[src/design/csi_pkg.sv]
// Package for the CAN status and interrupt flag block.
// Assumes a classic Wishbone slave with 32-bit data, one register per word.
package csi_pkg;

  // Register indices (byte address is index times four)
  localparam logic [7:0] CSI_IDX_MODE      = 8'h00; // Reset request, sleep
  localparam logic [7:0] CSI_IDX_CMD       = 8'h01; // Command strobes
  localparam logic [7:0] CSI_IDX_STATUS    = 8'h02; // Status flags
  localparam logic [7:0] CSI_IDX_IRQ       = 8'h03; // Interrupt flags
  localparam logic [7:0] CSI_IDX_ENABLE    = 8'h04; // Interrupt enables
  localparam logic [7:0] CSI_IDX_RXLEVEL   = 8'h05; // Receive level
  localparam logic [7:0] CSI_IDX_ARBCAP    = 8'h0B; // Arbitration capture
  localparam logic [7:0] CSI_IDX_ERRCAP    = 8'h0C; // Error code capture
  localparam logic [7:0] CSI_IDX_RXERR     = 8'h0E; // Receive error counter
  localparam logic [7:0] CSI_IDX_TXERR     = 8'h0F; // Transmit error counter

  // Interrupt flag bit positions
  localparam int CSI_IRQ_RX   = 0;
  localparam int CSI_IRQ_TX   = 1;
  localparam int CSI_IRQ_ERR  = 2;
  localparam int CSI_IRQ_OVR  = 3;
  localparam int CSI_IRQ_WAKE = 4;
  localparam int CSI_IRQ_EPAS = 5;
  localparam int CSI_IRQ_ARB  = 6;
  localparam int CSI_IRQ_BERR = 7;

  // Command bit positions
  localparam int CSI_CMD_TXREQ  = 0;
  localparam int CSI_CMD_RELEASE = 2;
  localparam int CSI_CMD_CLROVR = 3;
  localparam int CSI_CMD_SELFRX = 4;

  // Mode bit positions
  localparam int CSI_MODE_RESET = 0;
  localparam int CSI_MODE_SLEEP = 4;

  // Limits and reset values
  localparam logic [8:0] CSI_TXERR_LIMIT   = 9'h0FF; // Bus-off beyond this
  localparam logic [7:0] CSI_TXERR_BUSOFF  = 8'h7F;  // Load on bus-off
  localparam logic [7:0] CSI_WARN_LIMIT    = 8'h60;  // Warning at or above
  localparam logic [7:0] CSI_PASSIVE_LIMIT = 8'h7F;  // Passive above
  localparam logic [7:0] CSI_RECOVERY_CNT  = 8'h80;  // Bus-free count
  localparam logic [7:0] CSI_MODE_RST_VAL  = 8'h01;  // Reset mode after reset
  localparam logic [7:0] CSI_ZERO8         = 8'h00;

  // Recovery state
  typedef enum logic [1:0] {CSI_ON, CSI_OFF_HOLD, CSI_OFF_RECOVER} csi_bus_state_t;

  // Events from the protocol engine
  typedef struct packed {
    logic       tx_err_inc;   // Transmit error counter up by 8
    logic       rx_err_inc;   // Receive error counter up by 1
    logic       tx_ok;        // Frame sent successfully
    logic       rx_ok;        // Frame stored successfully
    logic       bus_error;    // Bus error detected
    logic       arb_lost;     // Arbitration lost
    logic       bus_free;     // Bus-free condition seen
    logic       bus_activity; // Any bus activity
    logic       transmitting; // Engine transmitting
    logic       receiving;    // Engine receiving
    logic       frame_valid;  // Accepted frame became valid
    logic       frame_no_room;// That frame lacked FIFO room
    logic       high_prio;    // Frame passed high-priority filter
  } csi_engine_t;

  // FIFO state
  typedef struct packed {
    logic [7:0] byte_count;   // Valid message bytes
    logic [5:0] msg_count;    // Complete messages held
  } csi_fifo_t;

endpackage

[src/design/csi_status_irq.sv]
// CAN status flags, error counters, bus-off recovery and interrupt flags.
// Assumes a classic Wishbone master and a protocol engine on clk_i.
//
// Function
// - Transmit counter past 255: bus-off, reset mode
// - Bus-off loads transmit counter with 127
// - Stay in reset until CPU clears it
// - Count down over 128 bus-free conditions
// - Recovery end clears bus-off flag and counters, raises error interrupt
// - Transmit counter readable during recovery
// - Warning flag when a counter reaches 96
// - Bus idle when neither receiving nor transmitting
// - Transmit request clears complete flag until success
// - Locked transmit buffer drops writes silently
// - Overrun flagged when roomless frame becomes valid
// - Buffer-full clears once all messages released
// - Interrupt output high while any flag set
// - Flag register read clears all but receive
// - Bus error flag locked until capture read
// - Arbitration flag locked until capture read
// - Passive flag on entering or leaving passive
// - Wake-up flag on activity while sleeping
// - Overrun interrupt on rising overrun status
// - Error interrupt on warning or bus-off change
// - Transmit interrupt on buffer released rising
// - Receive interrupt on level or priority
// - Release clears receive flag, re-set if qualifying
`timescale 1ns/1ps
module csi_status_irq (
  input  wire logic                 clk_i,        // 40 MHz system clock
  input  wire logic                 rst_i,        // Synchronous reset
  input  wire logic                 wb_cyc_i,     // Wishbone cycle
  input  wire logic                 wb_stb_i,     // Wishbone strobe
  input  wire logic                 wb_we_i,      // Write enable
  input  wire logic [7:0]           wb_adr_i,     // Byte address
  input  wire logic [3:0]           wb_sel_i,     // Byte lanes
  input  wire logic [31:0]          wb_dat_i,     // Write data
  output logic      [31:0]          wb_dat_o,     // Read data
  output logic                      wb_ack_o,     // Acknowledge
  input  wire csi_pkg::csi_engine_t eng_i,        // Engine events
  input  wire csi_pkg::csi_fifo_t   fifo_i,       // FIFO state
  input  wire logic                 txbuf_wr_i,   // CPU write to transmit buffer
  output logic                      txbuf_we_o,   // Accepted buffer write
  output logic                      tx_start_o,   // Transmit request pulse
  output logic                      rx_release_o, // Release command pulse
  output logic                      reset_mode_o, // Reset mode active
  output logic                      bus_idle_o,   // Bus idle
  output logic                      irq_o         // Interrupt request
);
  import csi_pkg::*;

  // Registers
  logic [7:0]     mode;             // Mode bits
  logic [7:0]     irq_enable;       // Interrupt enables
  logic [7:0]     rx_level;         // Receive level
  logic [7:0]     interrupt_flags;  // Interrupt flags
  logic [7:0]     tx_err;           // Transmit error counter
  logic [7:0]     rx_err;           // Receive error counter
  logic [7:0]     bus_free_cnt;     // Recovery count
  csi_bus_state_t bus_state;        // Bus-off state
  logic           bus_off_flag;
  logic           error_warning_flag;
  logic           tx_complete_flag;
  logic           tx_buffer_released_flag;
  logic           tx_pending;       // Request waiting or running
  logic           data_overrun_status;
  logic           err_passive;      // Passive state
  logic           berr_locked;      // Bus error lock
  logic           arb_locked;       // Arbitration lock
  // Previous values for edge detection
  logic           prev_bus_off, prev_warn, prev_ovr, prev_tbr, prev_passive;

  // Bus access decode
  logic           acc, wr, rd;
  logic [7:0]     wbyte;
  logic           cmd_tx, cmd_rel, cmd_clrovr;
  logic [8:0]     tx_sum;
  logic           enter_bus_off;
  logic           rx_qualify;
  logic           next_warn;
  logic           next_passive;

  always_comb begin
    acc        = wb_cyc_i && wb_stb_i && !wb_ack_o;
    wr         = acc && wb_we_i && wb_sel_i[0];
    rd         = acc && !wb_we_i;
    wbyte      = wb_dat_i[7:0];
    cmd_tx     = wr && (wb_adr_i == {CSI_IDX_CMD[5:0], 2'b00}) &&
                 (wbyte[CSI_CMD_TXREQ] || wbyte[CSI_CMD_SELFRX]);
    cmd_rel    = wr && (wb_adr_i == {CSI_IDX_CMD[5:0], 2'b00}) && wbyte[CSI_CMD_RELEASE];
    cmd_clrovr = wr && (wb_adr_i == {CSI_IDX_CMD[5:0], 2'b00}) && wbyte[CSI_CMD_CLROVR];
    tx_sum     = {1'b0, tx_err} + 9'h008;
    enter_bus_off = (bus_state == CSI_ON) && eng_i.tx_err_inc && (tx_sum > CSI_TXERR_LIMIT);
    rx_qualify = (fifo_i.msg_count != 6'h00) && (fifo_i.byte_count > rx_level);
    next_warn  = (tx_err >= CSI_WARN_LIMIT) || (rx_err >= CSI_WARN_LIMIT);
    next_passive = (tx_err > CSI_PASSIVE_LIMIT) || (rx_err > CSI_PASSIVE_LIMIT);
  end

  // Wishbone acknowledge, one cycle after request
  always_ff @(posedge clk_i) begin
    if (rst_i) begin
      wb_ack_o <= 1'b0;
    end else begin
      wb_ack_o <= acc;
    end
  end

  // Read data mux
  always_ff @(posedge clk_i) begin
    if (rst_i) begin
      wb_dat_o <= 32'h0000_0000;
    end else if (rd) begin
      case (wb_adr_i)
        {CSI_IDX_MODE[5:0], 2'b00}:    wb_dat_o <= {24'h000000, mode};
        {CSI_IDX_STATUS[5:0], 2'b00}: begin
          wb_dat_o <= {24'h000000, bus_off_flag, error_warning_flag, eng_i.transmitting,
                       eng_i.receiving, tx_complete_flag, tx_buffer_released_flag,
                       data_overrun_status, fifo_i.msg_count != 6'h00};
        end
        {CSI_IDX_IRQ[5:0], 2'b00}:     wb_dat_o <= {24'h000000, interrupt_flags};
        {CSI_IDX_ENABLE[5:0], 2'b00}:  wb_dat_o <= {24'h000000, irq_enable};
        {CSI_IDX_RXLEVEL[5:0], 2'b00}: wb_dat_o <= {24'h000000, rx_level};
        {CSI_IDX_RXERR[5:0], 2'b00}:   wb_dat_o <= {24'h000000, rx_err};
        {CSI_IDX_TXERR[5:0], 2'b00}:   wb_dat_o <= {24'h000000, tx_err};
        default:                       wb_dat_o <= 32'h0000_0000; // Unmapped reads zero
      endcase
    end
  end

  // Control registers: mode, enables, receive level
  always_ff @(posedge clk_i) begin
    if (rst_i) begin
      mode       <= CSI_MODE_RST_VAL;
      irq_enable <= CSI_ZERO8;
      rx_level   <= CSI_ZERO8;
    end else begin
      if (wr && wb_adr_i == {CSI_IDX_MODE[5:0], 2'b00}) begin
        mode <= wbyte;
      end
      if (enter_bus_off) begin
        mode[CSI_MODE_RESET] <= 1'b1;
      end
      if (wr && wb_adr_i == {CSI_IDX_ENABLE[5:0], 2'b00}) begin
        irq_enable <= wbyte;
      end
      if (wr && wb_adr_i == {CSI_IDX_RXLEVEL[5:0], 2'b00}) begin
        rx_level <= wbyte;
      end
    end
  end

  // Error counters and bus-off recovery
  always_ff @(posedge clk_i) begin
    if (rst_i) begin
      tx_err       <= CSI_ZERO8;
      rx_err       <= CSI_ZERO8;
      bus_state    <= CSI_ON;
      bus_off_flag <= 1'b0;
      bus_free_cnt <= CSI_ZERO8;
    end else begin
      case (bus_state)
        CSI_ON: begin
          if (enter_bus_off) begin
            bus_off_flag <= 1'b1;
            tx_err    <= CSI_TXERR_BUSOFF;
            bus_state <= CSI_OFF_HOLD;
          end else begin
            if (eng_i.tx_err_inc) begin
              tx_err <= tx_sum[7:0];
            end else if (eng_i.tx_ok && tx_err != CSI_ZERO8) begin
              tx_err <= tx_err - 8'h01;
            end
            if (eng_i.rx_err_inc && rx_err != 8'hFF) begin
              rx_err <= rx_err + 8'h01;
            end else if (eng_i.rx_ok && rx_err != CSI_ZERO8) begin
              rx_err <= rx_err - 8'h01;
            end
          end
        end
        CSI_OFF_HOLD: begin
          if (!mode[CSI_MODE_RESET]) begin
            bus_free_cnt <= CSI_RECOVERY_CNT;
            bus_state    <= CSI_OFF_RECOVER;
          end
        end
        CSI_OFF_RECOVER: begin
          if (eng_i.bus_free) begin
            if (bus_free_cnt == 8'h01) begin
              bus_off_flag <= 1'b0;
              tx_err       <= CSI_ZERO8;
              rx_err       <= CSI_ZERO8;
              bus_state    <= CSI_ON;
            end else if (tx_err != CSI_ZERO8) begin
              tx_err <= tx_err - 8'h01;
            end
            bus_free_cnt <= bus_free_cnt - 8'h01;
          end
        end
        default: bus_state <= CSI_ON;
      endcase
    end
  end

  // Warning and passive status
  always_ff @(posedge clk_i) begin
    if (rst_i) begin
      error_warning_flag <= 1'b0;
      err_passive        <= 1'b0;
    end else begin
      // Counters zero at recovery end clear it
      error_warning_flag <= next_warn;
      err_passive        <= next_passive;
    end
  end

  // Transmit status and buffer lock
  always_ff @(posedge clk_i) begin
    if (rst_i) begin
      tx_complete_flag        <= 1'b0;
      tx_buffer_released_flag <= 1'b1;
      tx_pending              <= 1'b0;
      tx_start_o              <= 1'b0;
      txbuf_we_o              <= 1'b0;
    end else begin
      tx_start_o <= cmd_tx && tx_buffer_released_flag;
      txbuf_we_o <= txbuf_wr_i && tx_buffer_released_flag;
      if (cmd_tx && tx_buffer_released_flag) begin
        tx_complete_flag        <= 1'b0;
        tx_buffer_released_flag <= 1'b0;
        tx_pending              <= 1'b1;
      end else if (tx_pending && eng_i.tx_ok) begin
        tx_complete_flag        <= 1'b1;
        tx_buffer_released_flag <= 1'b1;
        tx_pending              <= 1'b0;
      end else if (bus_state != CSI_ON) begin
        tx_buffer_released_flag <= 1'b1;
        tx_pending              <= 1'b0;
      end
    end
  end

  // Overrun status and release pulse
  always_ff @(posedge clk_i) begin
    if (rst_i) begin
      data_overrun_status <= 1'b0;
      rx_release_o        <= 1'b0;
    end else begin
      rx_release_o <= cmd_rel;
      if (eng_i.frame_valid && eng_i.frame_no_room) begin
        data_overrun_status <= 1'b1;
      end else if (cmd_clrovr) begin
        data_overrun_status <= 1'b0;
      end
    end
  end

  // Capture-register locks
  always_ff @(posedge clk_i) begin
    if (rst_i) begin
      berr_locked <= 1'b0;
      arb_locked  <= 1'b0;
    end else begin
      if ((eng_i.bus_error || enter_bus_off) && irq_enable[CSI_IRQ_BERR]) begin
        berr_locked <= 1'b1;
      end else if (rd && wb_adr_i == {CSI_IDX_ERRCAP[5:0], 2'b00}) begin
        berr_locked <= 1'b0;
      end
      if (eng_i.arb_lost && irq_enable[CSI_IRQ_ARB]) begin
        arb_locked <= 1'b1;
      end else if (rd && wb_adr_i == {CSI_IDX_ARBCAP[5:0], 2'b00}) begin
        arb_locked <= 1'b0;
      end
    end
  end

  // Edge detection history
  always_ff @(posedge clk_i) begin
    if (rst_i) begin
      prev_bus_off <= 1'b0;
      prev_warn    <= 1'b0;
      prev_ovr     <= 1'b0;
      prev_tbr     <= 1'b1;
      prev_passive <= 1'b0;
    end else begin
      prev_bus_off <= bus_off_flag;
      prev_warn    <= error_warning_flag;
      prev_ovr     <= data_overrun_status;
      prev_tbr     <= tx_buffer_released_flag;
      prev_passive <= err_passive;
    end
  end

  // Interrupt flags: sets win over read clear
  always_ff @(posedge clk_i) begin
    if (rst_i) begin
      interrupt_flags <= CSI_ZERO8;
    end else begin
      if (rd && wb_adr_i == {CSI_IDX_IRQ[5:0], 2'b00}) begin
        interrupt_flags[7:1] <= 7'h00;
      end
      if ((eng_i.bus_error || enter_bus_off) && irq_enable[CSI_IRQ_BERR] && !berr_locked) begin
        interrupt_flags[CSI_IRQ_BERR] <= 1'b1;
      end
      if (eng_i.arb_lost && irq_enable[CSI_IRQ_ARB] && !arb_locked) begin
        interrupt_flags[CSI_IRQ_ARB] <= 1'b1;
      end
      if ((err_passive != prev_passive) && irq_enable[CSI_IRQ_EPAS]) begin
        interrupt_flags[CSI_IRQ_EPAS] <= 1'b1;
      end
      if (mode[CSI_MODE_SLEEP] && eng_i.bus_activity && irq_enable[CSI_IRQ_WAKE]) begin
        interrupt_flags[CSI_IRQ_WAKE] <= 1'b1;
      end
      if (data_overrun_status && !prev_ovr && irq_enable[CSI_IRQ_OVR]) begin
        interrupt_flags[CSI_IRQ_OVR] <= 1'b1;
      end
      if (((bus_off_flag != prev_bus_off) || (error_warning_flag != prev_warn)) &&
          irq_enable[CSI_IRQ_ERR]) begin
        interrupt_flags[CSI_IRQ_ERR] <= 1'b1;
      end
      if (tx_buffer_released_flag && !prev_tbr && irq_enable[CSI_IRQ_TX]) begin
        interrupt_flags[CSI_IRQ_TX] <= 1'b1;
      end
      if (cmd_rel) begin
        interrupt_flags[CSI_IRQ_RX] <= 1'b0;
      end else if (irq_enable[CSI_IRQ_RX] &&
                   (rx_qualify || (eng_i.frame_valid && eng_i.high_prio && !eng_i.frame_no_room))) begin
        interrupt_flags[CSI_IRQ_RX] <= 1'b1;
      end else if (fifo_i.msg_count == 6'h00) begin
        interrupt_flags[CSI_IRQ_RX] <= 1'b0;
      end
    end
  end

  // Output registers
  always_ff @(posedge clk_i) begin
    if (rst_i) begin
      irq_o        <= 1'b0;
      reset_mode_o <= 1'b1;
      bus_idle_o   <= 1'b1;
    end else begin
      irq_o        <= |interrupt_flags;
      reset_mode_o <= mode[CSI_MODE_RESET] || enter_bus_off;
      bus_idle_o   <= !eng_i.receiving && !eng_i.transmitting;
    end
  end

endmodule

[config.mk]
export PLATFORM = sky130hd
export DESIGN_NAME = csi_status_irq
export DESIGN_NICKNAME = d
export VERILOG_FILES = /design/src/design/csi_pkg.sv /design/src/design/csi_status_irq.sv
export SDC_FILE = /design/constraint.sdc
export NUM_CORES = 1
export LEC_CHECK = 0
export BUFFER_PORTS_ARGS = -buffer_cell sky130_fd_sc_hd__buf_2
export CAP_MARGIN = 5
export CORE_ASPECT_RATIO = 1.4
export CORE_MARGIN = 3
export CORE_UTILIZATION = 50
export DETAILED_ROUTE_END_ITERATION = 8
export MAX_ROUTING_LAYER = met4
export PLACE_DENSITY = 0.82
export RECOVER_POWER = 100
export SYNTH_ARGS = -nofsm -noshare
export SYNTH_HDL_FRONTEND = slang
export SYNTH_SLANG_ARGS = --single-unit
export TNS_END_PERCENT = 10
[constraint.sdc]
create_clock -name clk_i -period 5.58 [get_ports clk_i]
set_input_delay 1.116 -clock clk_i [delete_from_list [all_inputs] [get_ports clk_i]]
set_output_delay 1.116 -clock clk_i [all_outputs]
set_load 0.03 [all_outputs]
==> metrics.txt <==
outcome=finished, violations left; failing checks=capacitance limit, slew limit; number of global-route vias before repair=approximately 4300; CTS clk-pin slew, worst paths=roughly 60 ps; most frequent cells in the layout=87 x dfxtp_1, 81 x nor2_1, 46 x buf_2; unrepaired setup endpoints after global routing=false; DRC=0; total negative slack=0 ps; worst setup margin=roughly 1900 ps; pin count of the biggest net entering global routing=75; crit start category=input port; Max Fclk=approximately 0.27 GHz; fillcell total=just under 900; Period minus WS final=approximately 3700 ps; Crit path largest cell delay=roughly 2200 ps; worst-path cell chain=clkbuf_1, clkbuf_1, o22ai_1; Area contributors post-synth=dfxtp_1 35%, nor2_1 6.1%, mux2i_1 5.9%, ha_1 5.6%, buf_4 4.1%; Die Y=around 120 um; DPL Wire Length=~10000 um; hold_sp=arb_locked; Root Buffer=clkbuf_16; cell row count=42; die area=around 11000 um^2; mapped cell area=4950 um^2; reg2reg start=rx_err[2]; max-cap check violation count=2; VDD IR max=roughly 0.00018 V; Post-Syn Instances=~590; Detailed Route WL=about 13000 um; Main synth FF type=dfxtp_1; clk sinks=87; htree depth=3; worst-path maximum fanout=between 70 and 80; Initial Util=51.8%; All-Layer GR Usage=around 25%; crit-path most repeated cell=clkbuf_1; Final Slew Violations=84; Post-synth EDFFs=0; Worst Hold Class=reg2reg; Layout area overhead=10.7%; final worst path period share=around two thirds; GRT Residual Overflow=0; Required @ worst endpoint=approximately 5700 ps; leading area contributor after synthesis=dfxtp_1; Die W=between 90 and 100 um; Mean Syn Cell Area=~8.4 um^2; crit path max-delay cell type=clkbuf_1; antenna cells=0; maximum buffer depth of the clock tree=2; DRT Pass-1 Iters=6; antenna viol nets, final=0; commonest non-fill, non-tap cell in the layout=dfxtp_1; Power per Cell Area=305 nW/um^2; # setup viols final=0; postcts setup bufs=0; global placement routability congestion=roughly 0.93; Yosys warning total=0; Final Skew=around 5 ps; post-synthesis cell type count=74; first-pass GRT wire length=21300 um; Yosys reg bits=between 80 and 90; CTS Buf Count=9; Multi-input gate area=between 2000 and 3000 um^2; clk_lat worst skew=350 ps; Final Util=a little under three fifths; IO Pins=116; Max-slew headroom=-110%; initial antenna violation count=0; share of layout cells above drive strength 1=a little under an eighth; IO Port Bufs=64; leakage power=2.12 nW; launch point of the worst path=rst_i; Worst EP arrival=3790 ps; core area=between 9000 and 10000 um^2; WL/cell=about 17 um; Power, Total=between 1.5 and 2 mW; Place WS=between 2000 and 2500 ps; Seq/Total Area, Yosys=35.2%; # resized after CTS=0; DR vias/cell=5.95; CTS tree=yes; Iteration-0 DRC Markers=between 200 and 300; Storage cell area=approximately 1700 um^2; final hold violation count=0; Worst Max-Slew Pin Slew=about 3100 ps; CP Capture Type=flip-flop; hold_buf cts=0; NumNets Final=736; asr flop ratio synth=0%; via count=4600; WS Path Type=in2reg; Yosys top cell area share=35.2%
power breakdown:
part | internal (mW) | total, mW | leakage (nW) | switching, mW
Clock | 0.359 | 0.607 | 0.149 | 0.248
Combinational | 0.139 | 0.333 | 1.26 | 0.194
Sequential | 0.659 | 0.730 | 0.706 | 0.0716
layer usage:
metal / part of all wire (%) / vias up / global-route usage (%) / wire (um)
met1: 38 / 2178 / 27.1 / 5130
met3: 6.8 / 44 / 4.05 / 917
met4: 4.3 / 0 / 14.1 / 571
met2: 51 / 216 / 43.3 / 6790
met5: 0 / - / - / 0
li1: - / 2162 / - / -
layout make-up:
type | count | area share, %
Sequential cell | 87 | 31.8
Multi-Input combinational cell | 446 | 52.4
Tap cell | 132 | 3.01
Clock buffer | 11 | 4.43
Timing Repair Buffer | 65 | 5.50
Clock inverter | 5 | 1.05
Inverter | 27 | 1.85
sequential cells by signal, summed over array words and instances (netlist names), 2 cells and up:
name             count
tx_err               8
irq_enable           8
interrupt_flags      8
bus_state            2
mode                 8
rx_level             8
bus_free_cnt         8
rx_err               8
wb_dat_o             8
critical path: cells and delay by family:
family / cells / cell delay, ps
buffers and inverters: 2 / 2310
AOI/OAI and AO/OA: 1 / 320
logic make-up (layout without fill, tap and decap cells):
kind of cell | after synthesis | count (layout) | share of synthesized area, %
flip-flops | 87 | 87 | 35.2
XOR/XNOR | 14 | 14 | 2.48
other | 1 | 24 | 0.0758
AO/OA/AOI/OAI | 139 | 139 | 19.4
buffers and inverters | 79 | 108 | 8.24
multiplexers | 30 | 30 | 6.32
AND/OR/NAND/NOR | 216 | 216 | 22.4
adder cells (fa/ha/maj) | 23 | 23 | 5.97
final timing paths:
kind	end	slack, ps	cells after the start
worst max-delay path	tx_err[6]	1890	3
worst min-delay path	arb_locked	470	2
worst max register to register	rx_err[7]	2420	9
worst min register to register	arb_locked	470	2
cells in the mapped netlist (8+ instances only):
library cell   n
a21oi_1       30
a22oi_1       24
buf_2          8
buf_4         27
clkbuf_1      15
dfxtp_1       87
ha_1          22
inv_1         27
mux2i_1       29
nand2_1       36
nand3_1       14
nor2_1        81
nor2b_1       13
nor3_1        11
o21ai_0       13
o21ai_1       12
metrics by stage:
step	area, um^2	hold WS (ps)	cells
after floorplan	5040	443	612
after global placement	5220	438	757
after detailed placement	5220	454	757
after CTS	5520	460	773
after global routing	5480	503	773
final	5480	469	773
No activity file was read; power rests on OpenSTA's default activity.
